<file path="src/rtl/arch_map_pkg.sv">
// Constants, types and helpers for the architected address decode.
package arch_map_pkg;

  // Bus widths; data uses bit 0 as the most significant bit.
  localparam int ADDR_W = 48;
  localparam int DATA_W = 32;
  localparam int BYTES_W = 4;

  // Page size and the address bits that select a word inside a page.
  localparam int PAGE_BYTES = 4096;
  localparam int PAGE_SHIFT = 12;
  localparam int WORD_SHIFT = 2;

  // Prefix of the top 4 GB and of the 16 MB architected window.
  localparam logic [15:0] TOP_PREFIX = 16'hffff;
  localparam logic [7:0] ARCH_PREFIX = 8'hff;

  // Page numbers inside the 16 MB window.
  localparam logic [11:0] PG_ARCH_REGS = 12'h000;
  localparam logic [11:0] PG_CTRL_RAM = 12'h001;
  localparam logic [11:0] PG_UNIMPL0_LO = 12'h002;
  localparam logic [11:0] PG_UNIMPL0_HI = 12'h0ff;
  localparam logic [11:0] PG_UNIMPL1_LO = 12'h183;
  localparam logic [11:0] PG_UNIMPL1_HI = 12'h1ff;
  localparam logic [11:0] PG_UNIMPL2_LO = 12'h202;
  localparam logic [11:0] PG_UNIMPL2_HI = 12'h2ff;
  localparam logic [11:0] PG_UNIMPL3_LO = 12'h800;
  localparam logic [11:0] PG_UNIMPL3_HI = 12'h9ff;
  localparam logic [11:0] PG_UNIMPL4_LO = 12'hc00;
  localparam logic [11:0] PG_UNIMPL4_HI = 12'hdff;

  // Implemented words in the register page and the control block RAM.
  localparam logic [9:0] ARCH_REG_COUNT = 10'h004;
  localparam logic [9:0] RAM_WORDS = 10'h040;

  // Bits 0..15 of each register are implemented, 16..31 reserved.
  localparam logic [0:31] ARCH_IMPL_MASK = 32'hffff0000;
  localparam logic [0:31] ARCH_RESET = 32'h00000000;

  // Decoded target of one access.
  typedef enum logic [2:0] {
    RGN_OUTSIDE = 3'b000,
    RGN_FOREIGN = 3'b001,
    RGN_ARCH = 3'b010,
    RGN_RAM = 3'b011,
    RGN_UNIMPL = 3'b100
  } region_t;

  // Replace the byte lanes that are enabled; lane 0 is bits 0..7.
  function automatic logic [0:31] merge_bytes(input logic [0:31] old_v,
                                              input logic [0:31] new_v,
                                              input logic [0:3] be);
    logic [0:31] r;
    r = old_v;
    for (int k = 0; k < BYTES_W; k++) begin
      if (be[k]) begin
        r[8*k +: 8] = new_v[8*k +: 8];
      end
    end
    return r;
  endfunction

  // True when the page lies in any unimplemented range.
  function automatic logic pg_unimpl(input logic [11:0] pg);
    return (pg >= PG_UNIMPL0_LO && pg <= PG_UNIMPL0_HI) ||
           (pg >= PG_UNIMPL1_LO && pg <= PG_UNIMPL1_HI) ||
           (pg >= PG_UNIMPL2_LO && pg <= PG_UNIMPL2_HI) ||
           (pg >= PG_UNIMPL3_LO && pg <= PG_UNIMPL3_HI) ||
           (pg >= PG_UNIMPL4_LO && pg <= PG_UNIMPL4_HI);
  endfunction

endpackage

</file>
<file path="src/rtl/addr_decode_if.sv">
// Interface between the access logic and the address region decoder.
`timescale 1ns/10ps
interface addr_decode_if;
  import arch_map_pkg::*;
  logic [ADDR_W-1:0] addr;
  arch_map_pkg::region_t region;
  logic [9:0] word;

  modport requester (output addr, input region, input word);
  modport decoder (input addr, output region, output word);
endinterface

</file>
<file path="src/rtl/addr_region_decoder.sv">
// Page based region decoder for the architected address window.
`timescale 1ns/10ps
module addr_region_decoder
  import arch_map_pkg::*;
(
  // Decode request and result.
  addr_decode_if.decoder dec
);

  wire [11:0] page_idx;
  wire [9:0] word_idx;
  wire in_top;
  wire in_arch;
  region_t next_region;

  // Only the top 4 GB of the 48-bit space holds architected facilities,
  // so the upper 16 real address bits must be all ones.
  assign in_top = (dec.addr[47:32] == TOP_PREFIX);
  assign in_arch = in_top && (dec.addr[31:24] == ARCH_PREFIX);
  assign page_idx = dec.addr[23:PAGE_SHIFT];
  assign word_idx = dec.addr[PAGE_SHIFT-1:WORD_SHIFT];

  // Words past the implemented count inside a live page count as
  // unimplemented, so they never alias onto real storage.
  assign next_region =
    !in_top ? RGN_OUTSIDE :
    !in_arch ? RGN_FOREIGN :
    (page_idx == PG_ARCH_REGS) ?
      ((word_idx < ARCH_REG_COUNT) ? RGN_ARCH : RGN_UNIMPL) :
    (page_idx == PG_CTRL_RAM) ?
      ((word_idx < RAM_WORDS) ? RGN_RAM : RGN_UNIMPL) :
    pg_unimpl(page_idx) ? RGN_UNIMPL : RGN_FOREIGN;

  assign dec.region = next_region;
  assign dec.word = word_idx;

endmodule

</file>
<file path="src/rtl/arch_addr_space.sv">
// Architected address window slave with reserved-bit handling.
`timescale 1ns/10ps
module arch_addr_space
  import arch_map_pkg::*;
(
  // Clock and reset.
  input wire logic clk_sys_i,
  input wire logic nrst_i,
  // Access request from the system bus.
  input wire logic req_valid_i,
  input wire logic req_write_i,
  input wire logic [ADDR_W-1:0] req_addr_i,
  input wire logic [0:31] req_wdata_i,
  input wire logic [0:3] req_be_i,
  // Access response.
  output logic rsp_valid_o,
  output logic rsp_claim_o,
  output logic rsp_outside_o,
  output logic [0:31] rsp_rdata_o,
  // Implemented bits of the first architected register.
  output logic [0:31] ctrl_o
);

  addr_decode_if dec_bus ();

  addr_region_decoder u_dec (
    .dec(dec_bus.decoder)
  );

  logic [0:31] arch_reg [0:3];
  logic [0:31] ctrl_ram [0:63];
  wire region_t rgn;
  wire [1:0] reg_sel;
  wire [5:0] ram_sel;
  wire wr_arch;
  wire wr_ram;
  wire [0:31] arch_merged;
  wire [0:31] ram_merged;
  wire [0:31] next_rdata;

  // Decode is combinational, so the answer stays at one cycle.
  assign dec_bus.addr = req_addr_i;
  assign rgn = dec_bus.region;
  assign reg_sel = dec_bus.word[1:0];
  assign ram_sel = dec_bus.word[5:0];

  // Write strobes; unimplemented and foreign targets get none.
  assign wr_arch = req_valid_i && req_write_i && (rgn == RGN_ARCH);
  assign wr_ram = req_valid_i && req_write_i && (rgn == RGN_RAM);

  // Byte lanes merge big-endian; reserved register bits are never stored,
  // so a non-zero write there is simply lost.
  assign arch_merged =
    merge_bytes(arch_reg[reg_sel], req_wdata_i, req_be_i)
    & ARCH_IMPL_MASK;
  assign ram_merged =
    merge_bytes(ctrl_ram[ram_sel], req_wdata_i, req_be_i);

  // Read data by region; everything without storage reads zero.
  assign next_rdata =
    (rgn == RGN_ARCH) ? (arch_reg[reg_sel] & ARCH_IMPL_MASK) :
    (rgn == RGN_RAM) ? ctrl_ram[ram_sel] :
    32'h00000000;

  // Architected registers with a defined reset value.
  always_ff @(posedge clk_sys_i or negedge nrst_i) begin
    if (!nrst_i) begin
      for (int i = 0; i < 4; i++) begin
        arch_reg[i] <= ARCH_RESET;
      end
    end else if (wr_arch) begin
      arch_reg[reg_sel] <= arch_merged;
    end
  end

  // Control block RAM keeps every bit as written; it has no reset,
  // since RAM contents are undefined until software fills them.
  always_ff @(posedge clk_sys_i) begin
    if (wr_ram) begin
      ctrl_ram[ram_sel] <= ram_merged;
    end
  end

  // Response registers: every request gets exactly one answer.
  always_ff @(posedge clk_sys_i or negedge nrst_i) begin
    if (!nrst_i) begin
      rsp_valid_o <= 1'b0;
      rsp_claim_o <= 1'b0;
      rsp_outside_o <= 1'b0;
      rsp_rdata_o <= 32'h00000000;
    end else begin
      rsp_valid_o <= req_valid_i;
      rsp_claim_o <= req_valid_i && (rgn inside {RGN_ARCH, RGN_RAM,
                                                 RGN_UNIMPL});
      rsp_outside_o <= req_valid_i && (rgn == RGN_OUTSIDE);
      rsp_rdata_o <= (req_valid_i && !req_write_i) ? next_rdata
                                                   : 32'h00000000;
    end
  end

  // Register zero is mirrored out so its implemented bits can steer logic.
  always_ff @(posedge clk_sys_i or negedge nrst_i) begin
    if (!nrst_i) begin
      ctrl_o <= ARCH_RESET;
    end else if (wr_arch && reg_sel == 2'b00) begin
      ctrl_o <= arch_merged;
    end
  end

  // Helper state for the checks below.
  logic rd_unimpl_q;
  logic rd_arch_q;
  logic [0:31] ram_last_q;
  logic [5:0] ram_last_sel_q;
  always_ff @(posedge clk_sys_i or negedge nrst_i) begin
    if (!nrst_i) begin
      rd_unimpl_q <= 1'b0;
      rd_arch_q <= 1'b0;
      ram_last_q <= 32'h00000000;
      ram_last_sel_q <= 6'h00;
    end else begin
      rd_unimpl_q <= req_valid_i && !req_write_i &&
                     (rgn inside {RGN_UNIMPL, RGN_FOREIGN, RGN_OUTSIDE});
      rd_arch_q <= req_valid_i && !req_write_i && (rgn == RGN_ARCH);
      if (wr_ram) begin
        ram_last_q <= ram_merged;
        ram_last_sel_q <= ram_sel;
      end
    end
  end

  a_rsp_one_cycle: assert property (
    @(posedge clk_sys_i) disable iff (!nrst_i)
    req_valid_i |=> rsp_valid_o ##1 (rsp_valid_o == $past(req_valid_i)))
    else $error("Response did not follow its request by one cycle.");

  a_idle_no_rsp: assert property (
    @(posedge clk_sys_i) disable iff (!nrst_i)
    !req_valid_i |=> !rsp_valid_o && !rsp_claim_o)
    else $error("Response appeared without a request.");

  a_unimpl_read_zero: assert property (
    @(posedge clk_sys_i) disable iff (!nrst_i)
    rd_unimpl_q |-> rsp_valid_o && rsp_rdata_o == 32'h00000000)
    else $error("Unimplemented location read back non-zero.");

  a_unimpl_write_drop: assert property (
    @(posedge clk_sys_i) disable iff (!nrst_i)
    (req_valid_i && req_write_i && rgn == RGN_UNIMPL)
    |=> $stable(ctrl_o) && $stable(arch_reg[1]) && $stable(arch_reg[2]) &&
        $stable(arch_reg[3]))
    else $error("Write to unimplemented location changed state.");

  a_arch_rsv_zero: assert property (
    @(posedge clk_sys_i) disable iff (!nrst_i)
    rd_arch_q |-> (rsp_rdata_o & ~ARCH_IMPL_MASK) == 32'h00000000)
    else $error("Reserved register bits read back non-zero.");

  a_ram_echo: assert property (
    @(posedge clk_sys_i) disable iff (!nrst_i)
    (wr_ram ##1 (req_valid_i && !req_write_i && rgn == RGN_RAM &&
                 ram_sel == ram_last_sel_q))
    |=> rsp_rdata_o == ram_last_q)
    else $error("Control block RAM did not echo the last write.");

  a_outside_flag: assert property (
    @(posedge clk_sys_i) disable iff (!nrst_i)
    (req_valid_i && req_addr_i[47:32] != TOP_PREFIX)
    |=> rsp_outside_o && !rsp_claim_o)
    else $error("Access below the top 4 GB was not flagged outside.");

  a_msb_lane: assert property (
    @(posedge clk_sys_i) disable iff (!nrst_i)
    (wr_arch && reg_sel == 2'b00 && req_be_i == 4'h8)
    |=> ctrl_o[8:31] == $past(arch_reg[0][8:31])
        && ctrl_o[0:7] == $past(req_wdata_i[0:7]))
    else $error("Byte lane 0 did not map to bits 0 to 7.");

  // These work from the raw address rather than from the decoder's result,
  // so a slip inside the region decoder cannot hide behind its own output.
  a_arch_claim: assert property (
    @(posedge clk_sys_i) disable iff (!nrst_i)
    (req_valid_i && req_addr_i[47:24] == {TOP_PREFIX, ARCH_PREFIX} &&
     req_addr_i[23:12] == PG_ARCH_REGS &&
     req_addr_i[11:2] < ARCH_REG_COUNT)
    |=> rsp_valid_o && rsp_claim_o && !rsp_outside_o)
    else $error("Implemented register word was not claimed.");

  a_unimpl_claim: assert property (
    @(posedge clk_sys_i) disable iff (!nrst_i)
    (req_valid_i && req_addr_i[47:24] == {TOP_PREFIX, ARCH_PREFIX} &&
     pg_unimpl(req_addr_i[23:12]))
    |=> rsp_claim_o && rsp_rdata_o == 32'h00000000)
    else $error("Unimplemented page was not claimed with zero data.");

  a_foreign_quiet: assert property (
    @(posedge clk_sys_i) disable iff (!nrst_i)
    (req_valid_i && req_addr_i[47:32] == TOP_PREFIX &&
     req_addr_i[31:24] != ARCH_PREFIX)
    |=> rsp_valid_o && !rsp_claim_o && !rsp_outside_o)
    else $error("Access outside the window was claimed or flagged.");

  // A write answer must never leak stale read data onto the bus.
  a_write_no_data: assert property (
    @(posedge clk_sys_i) disable iff (!nrst_i)
    (req_valid_i && req_write_i) |=> rsp_rdata_o == 32'h00000000)
    else $error("Write response carried read data.");

  a_ctrl_rsv_zero: assert property (
    @(posedge clk_sys_i) disable iff (!nrst_i)
    ctrl_o[16:31] == 16'h0000)
    else $error("Reserved bits of the mirrored register were non-zero.");

endmodule

</file>
<file path="config.mk">
export PLATFORM = sky130hd
export DESIGN_NAME = arch_addr_space
export DESIGN_NICKNAME = d
export VERILOG_FILES = /design/src/rtl/arch_map_pkg.sv /design/src/rtl/addr_decode_if.sv /design/src/rtl/addr_region_decoder.sv /design/src/rtl/arch_addr_space.sv
export SDC_FILE = /design/constraint.sdc
export NUM_CORES = 2
export LEC_CHECK = 0
export BUFFER_PORTS_ARGS = -buffer_cell sky130_fd_sc_hd__buf_2
export CORE_ASPECT_RATIO = 1.75
export CORE_MARGIN = 1
export CORE_UTILIZATION = 50
export DETAILED_ROUTE_END_ITERATION = 10
export GPL_TIMING_DRIVEN = 1
export PLACE_DENSITY = 0.66
export SLEW_MARGIN = 20
export SYNTH_ARGS = -nofsm -noshare
export SYNTH_HDL_FRONTEND = slang
export SYNTH_SLANG_ARGS = --single-unit
</file>
<file path="constraint.sdc">
create_clock -name clk_sys_i -period 6.25 [get_ports clk_sys_i]
set_clock_uncertainty 0.15 [all_clocks]
set_input_delay 1.25 -clock clk_sys_i [delete_from_list [all_inputs] [get_ports clk_sys_i]]
set_output_delay 1.25 -clock clk_sys_i [all_outputs]
set_load 0.05 [all_outputs]
</file>
==> metrics <==
worst hold-check path type in2async; final hold vios 0; Startpoint Class input port; port bufs around 140; clk slew on worst S/H paths approximately 0.060 ns; Setup CP Type in2reg; Peak VDD IR around 200 µV; final slew viol count 0; flop2flop setup slack 2.81 ns; FF-to-FF path depth 7; filler instances ~12000; Num CTS Buffers 187; most common cell after layout, fill and taps aside edfxtp_1; RD Place Congestion 0.867; Chip Height ~540 µm; Initial Util 50.5%; cell area after layout around 95000 µm²; Max-Cap Viols 0; first-pass detailed-route iteration total 5; Placed Cells 6399; DRC Markers 0; die area approximately 170000 µm²; ys flop type edfxtp_1; Via density 6.65; crit-path max FO 64; Gate Count Post-Synth 4000; vias post-DR roughly 45000; clk buf depth 4; routed len/inst around 38 µm; setup TNS 0 ns; core area 165000 µm²; Arrival @ worst endpoint between 4 and 5 ns; post-route ant nets 0; I/O pin count roughly 160; layout cells sized above 1 between 20% and 30%; Peak Freq ~0.22 GHz; Power Density 307 nW/µm²; max FFs per register a little over 2000; yosys synthesis warning count 0; Post-synth EDFFs 2048; hold_buf cts 0; vias in the first global route about 44000; Skew-Pair Late Insertion Delay 0.84 ns; H-tree depth 4; post-synthesis sequential area ratio between 70 and 80%; period utilisation layout between 70% and 80%; number of synthesized register bits approximately 2100; total power slightly below 30 mW; Lkg Pwr between 30 and 40 nW; synthesis-to-layout area growth 14.3%; asr flop ratio synth 4.61%; CTS Root Cell clkbuf_16; Setup Fix Bufs, Post-CTS 0; estimated wirelength of the detail-placed design about 150 mm; final core occ 57.7%; Final Critical Period 4.65 ns; global-route wire length before repair 351 mm; commonest non-fill, non-tap cells in the layout 2048 x edfxtp_1, 422 x mux4_2, 263 x buf_4; antenna violations before repair 7; post-CTS sizing 0; clock sinks ~2100; Worst Max-Slew Pin Slew about 1.1 ns; GRT Overall Usage between 30 and 40%; Synth cell types between 60 and 70; grt total ovfl 0; final setup fails 0; DRT Wirelength about 260 mm; r2r startpoint ctrl_ram[19][31]; Die Width about 310 µm; synthesized area about 83000 µm²; Reg-to-Reg End ctrl_ram[34][31]; Rel. slew slack 25.4%; CP Capture Type register; nets 4487; status finished, final reports clean; largest net degree at the start of global routing 66; Critical Path RT about 6.6 ns; RSZ-0062 raised after global routing no; row cnt roughly 200; post-place instance area 89400 µm²; initial DRC count between 6000 and 7000; CTS tree built; synthesized area per cell roughly 21 µm²; final non-filler cell total roughly 6700
metal layers:
| metal | up-vias | track usage [%] | part of all wire, % |
|---|---|---|---|
| li1 | 17400 | - | - |
| met1 | 23800 | 36.4 | 33 |
| met2 | 2870 | 51.6 | 50 |
| met3 | 745 | 4.85 | 9.2 |
| met4 | 2 | 18.9 | 7.2 |
| met5 | - | 0 | 0.0035 |
how the worst max path moves through the flow:
stage | startpoint | endpoint
floorplan | req_addr_i[6] | ctrl_ram[0][26]
global placement | req_addr_i[2] | ctrl_ram[17][28]
detailed placement | req_addr_i[2] | ctrl_ram[58][21]
CTS | req_addr_i[2] | ctrl_ram[0][21]
global route | req_addr_i[2] | ctrl_ram[6][21]
finish | req_addr_i[2] | ctrl_ram[34][31]
report_power, final:
part,leakage [nW],internal (mW),switching [mW]
Sequential,19.8,16.1,0.000137
Clock,2.83,6.22,5.13
Combinational,8.66,0.559,1.26
Total,31.3,22.8,6.39
cell type report:
cell class                 count  area (µm²)  share of cell area, %
tap                         2189        2740                   2.87
clock inverter               102         876                  0.919
clock buffer                 226        4950                   5.20
multi-input combinational   1587       18900                   19.8
sequential                  2147       64000                   67.2
antenna                        8        20.0                 0.0210
timing repair buffer         450        3740                   3.93
inverter                      26        97.6                  0.102
cell usage after synthesis (11+ instances only):
master,instances,area (µm²)
nor2b_1,17,106
a22o_1,22,193
a21oi_1,25,125
mux4_2,422,9500
o22ai_1,29,181
edfxtp_1,2048,61500
nand4_1,35,219
nor4_1,16,100
mux2_4,20,300
o21ai_0,16,80.1
buf_2,114,571
clkbuf_1,69,259
dfrtp_1,99,2480
nor3_1,40,200
mux2i_1,233,2330
and2_1,11,68.8
buf_4,43,323
buf_1,23,86.3
nand2_1,123,462
nand3_1,60,300
a211oi_1,11,82.6
inv_1,25,93.8
nor2_1,113,424
a22oi_1,164,1230
mux2_2,84,946
a31oi_1,11,68.8
through the flow:
step	setup slack, ns	hold WS, ns
after global routing	1.46	0.361
after CTS	1.68	0.325
after detailed placement	0.842	0.340
after floorplan	0.717	0.325
final	1.60	0.300
after global placement	0.870	0.333
kinds of logic (layout without fill, tap and decap cells):
group,count (synthesis),in the layout,share of synthesized area [%]
AOI/OAI and AO/OA,329,329,2.87
buffers and inverters,281,804,1.71
DFF,2147,2147,76.8
muxes,759,759,15.7
other,1,24,0.00450
and+or+nand+nor,483,483,2.93
critical path: stages:
cell	delay, ns
buf_8	0.61
buf_4	0.45
mux4_2	0.56
a22oi_1	0.51
nor2_1	0.07
or4b_2	0.82
mux2_2	0.35
buf_12	0.18
(Power assumes the default switching activity.)
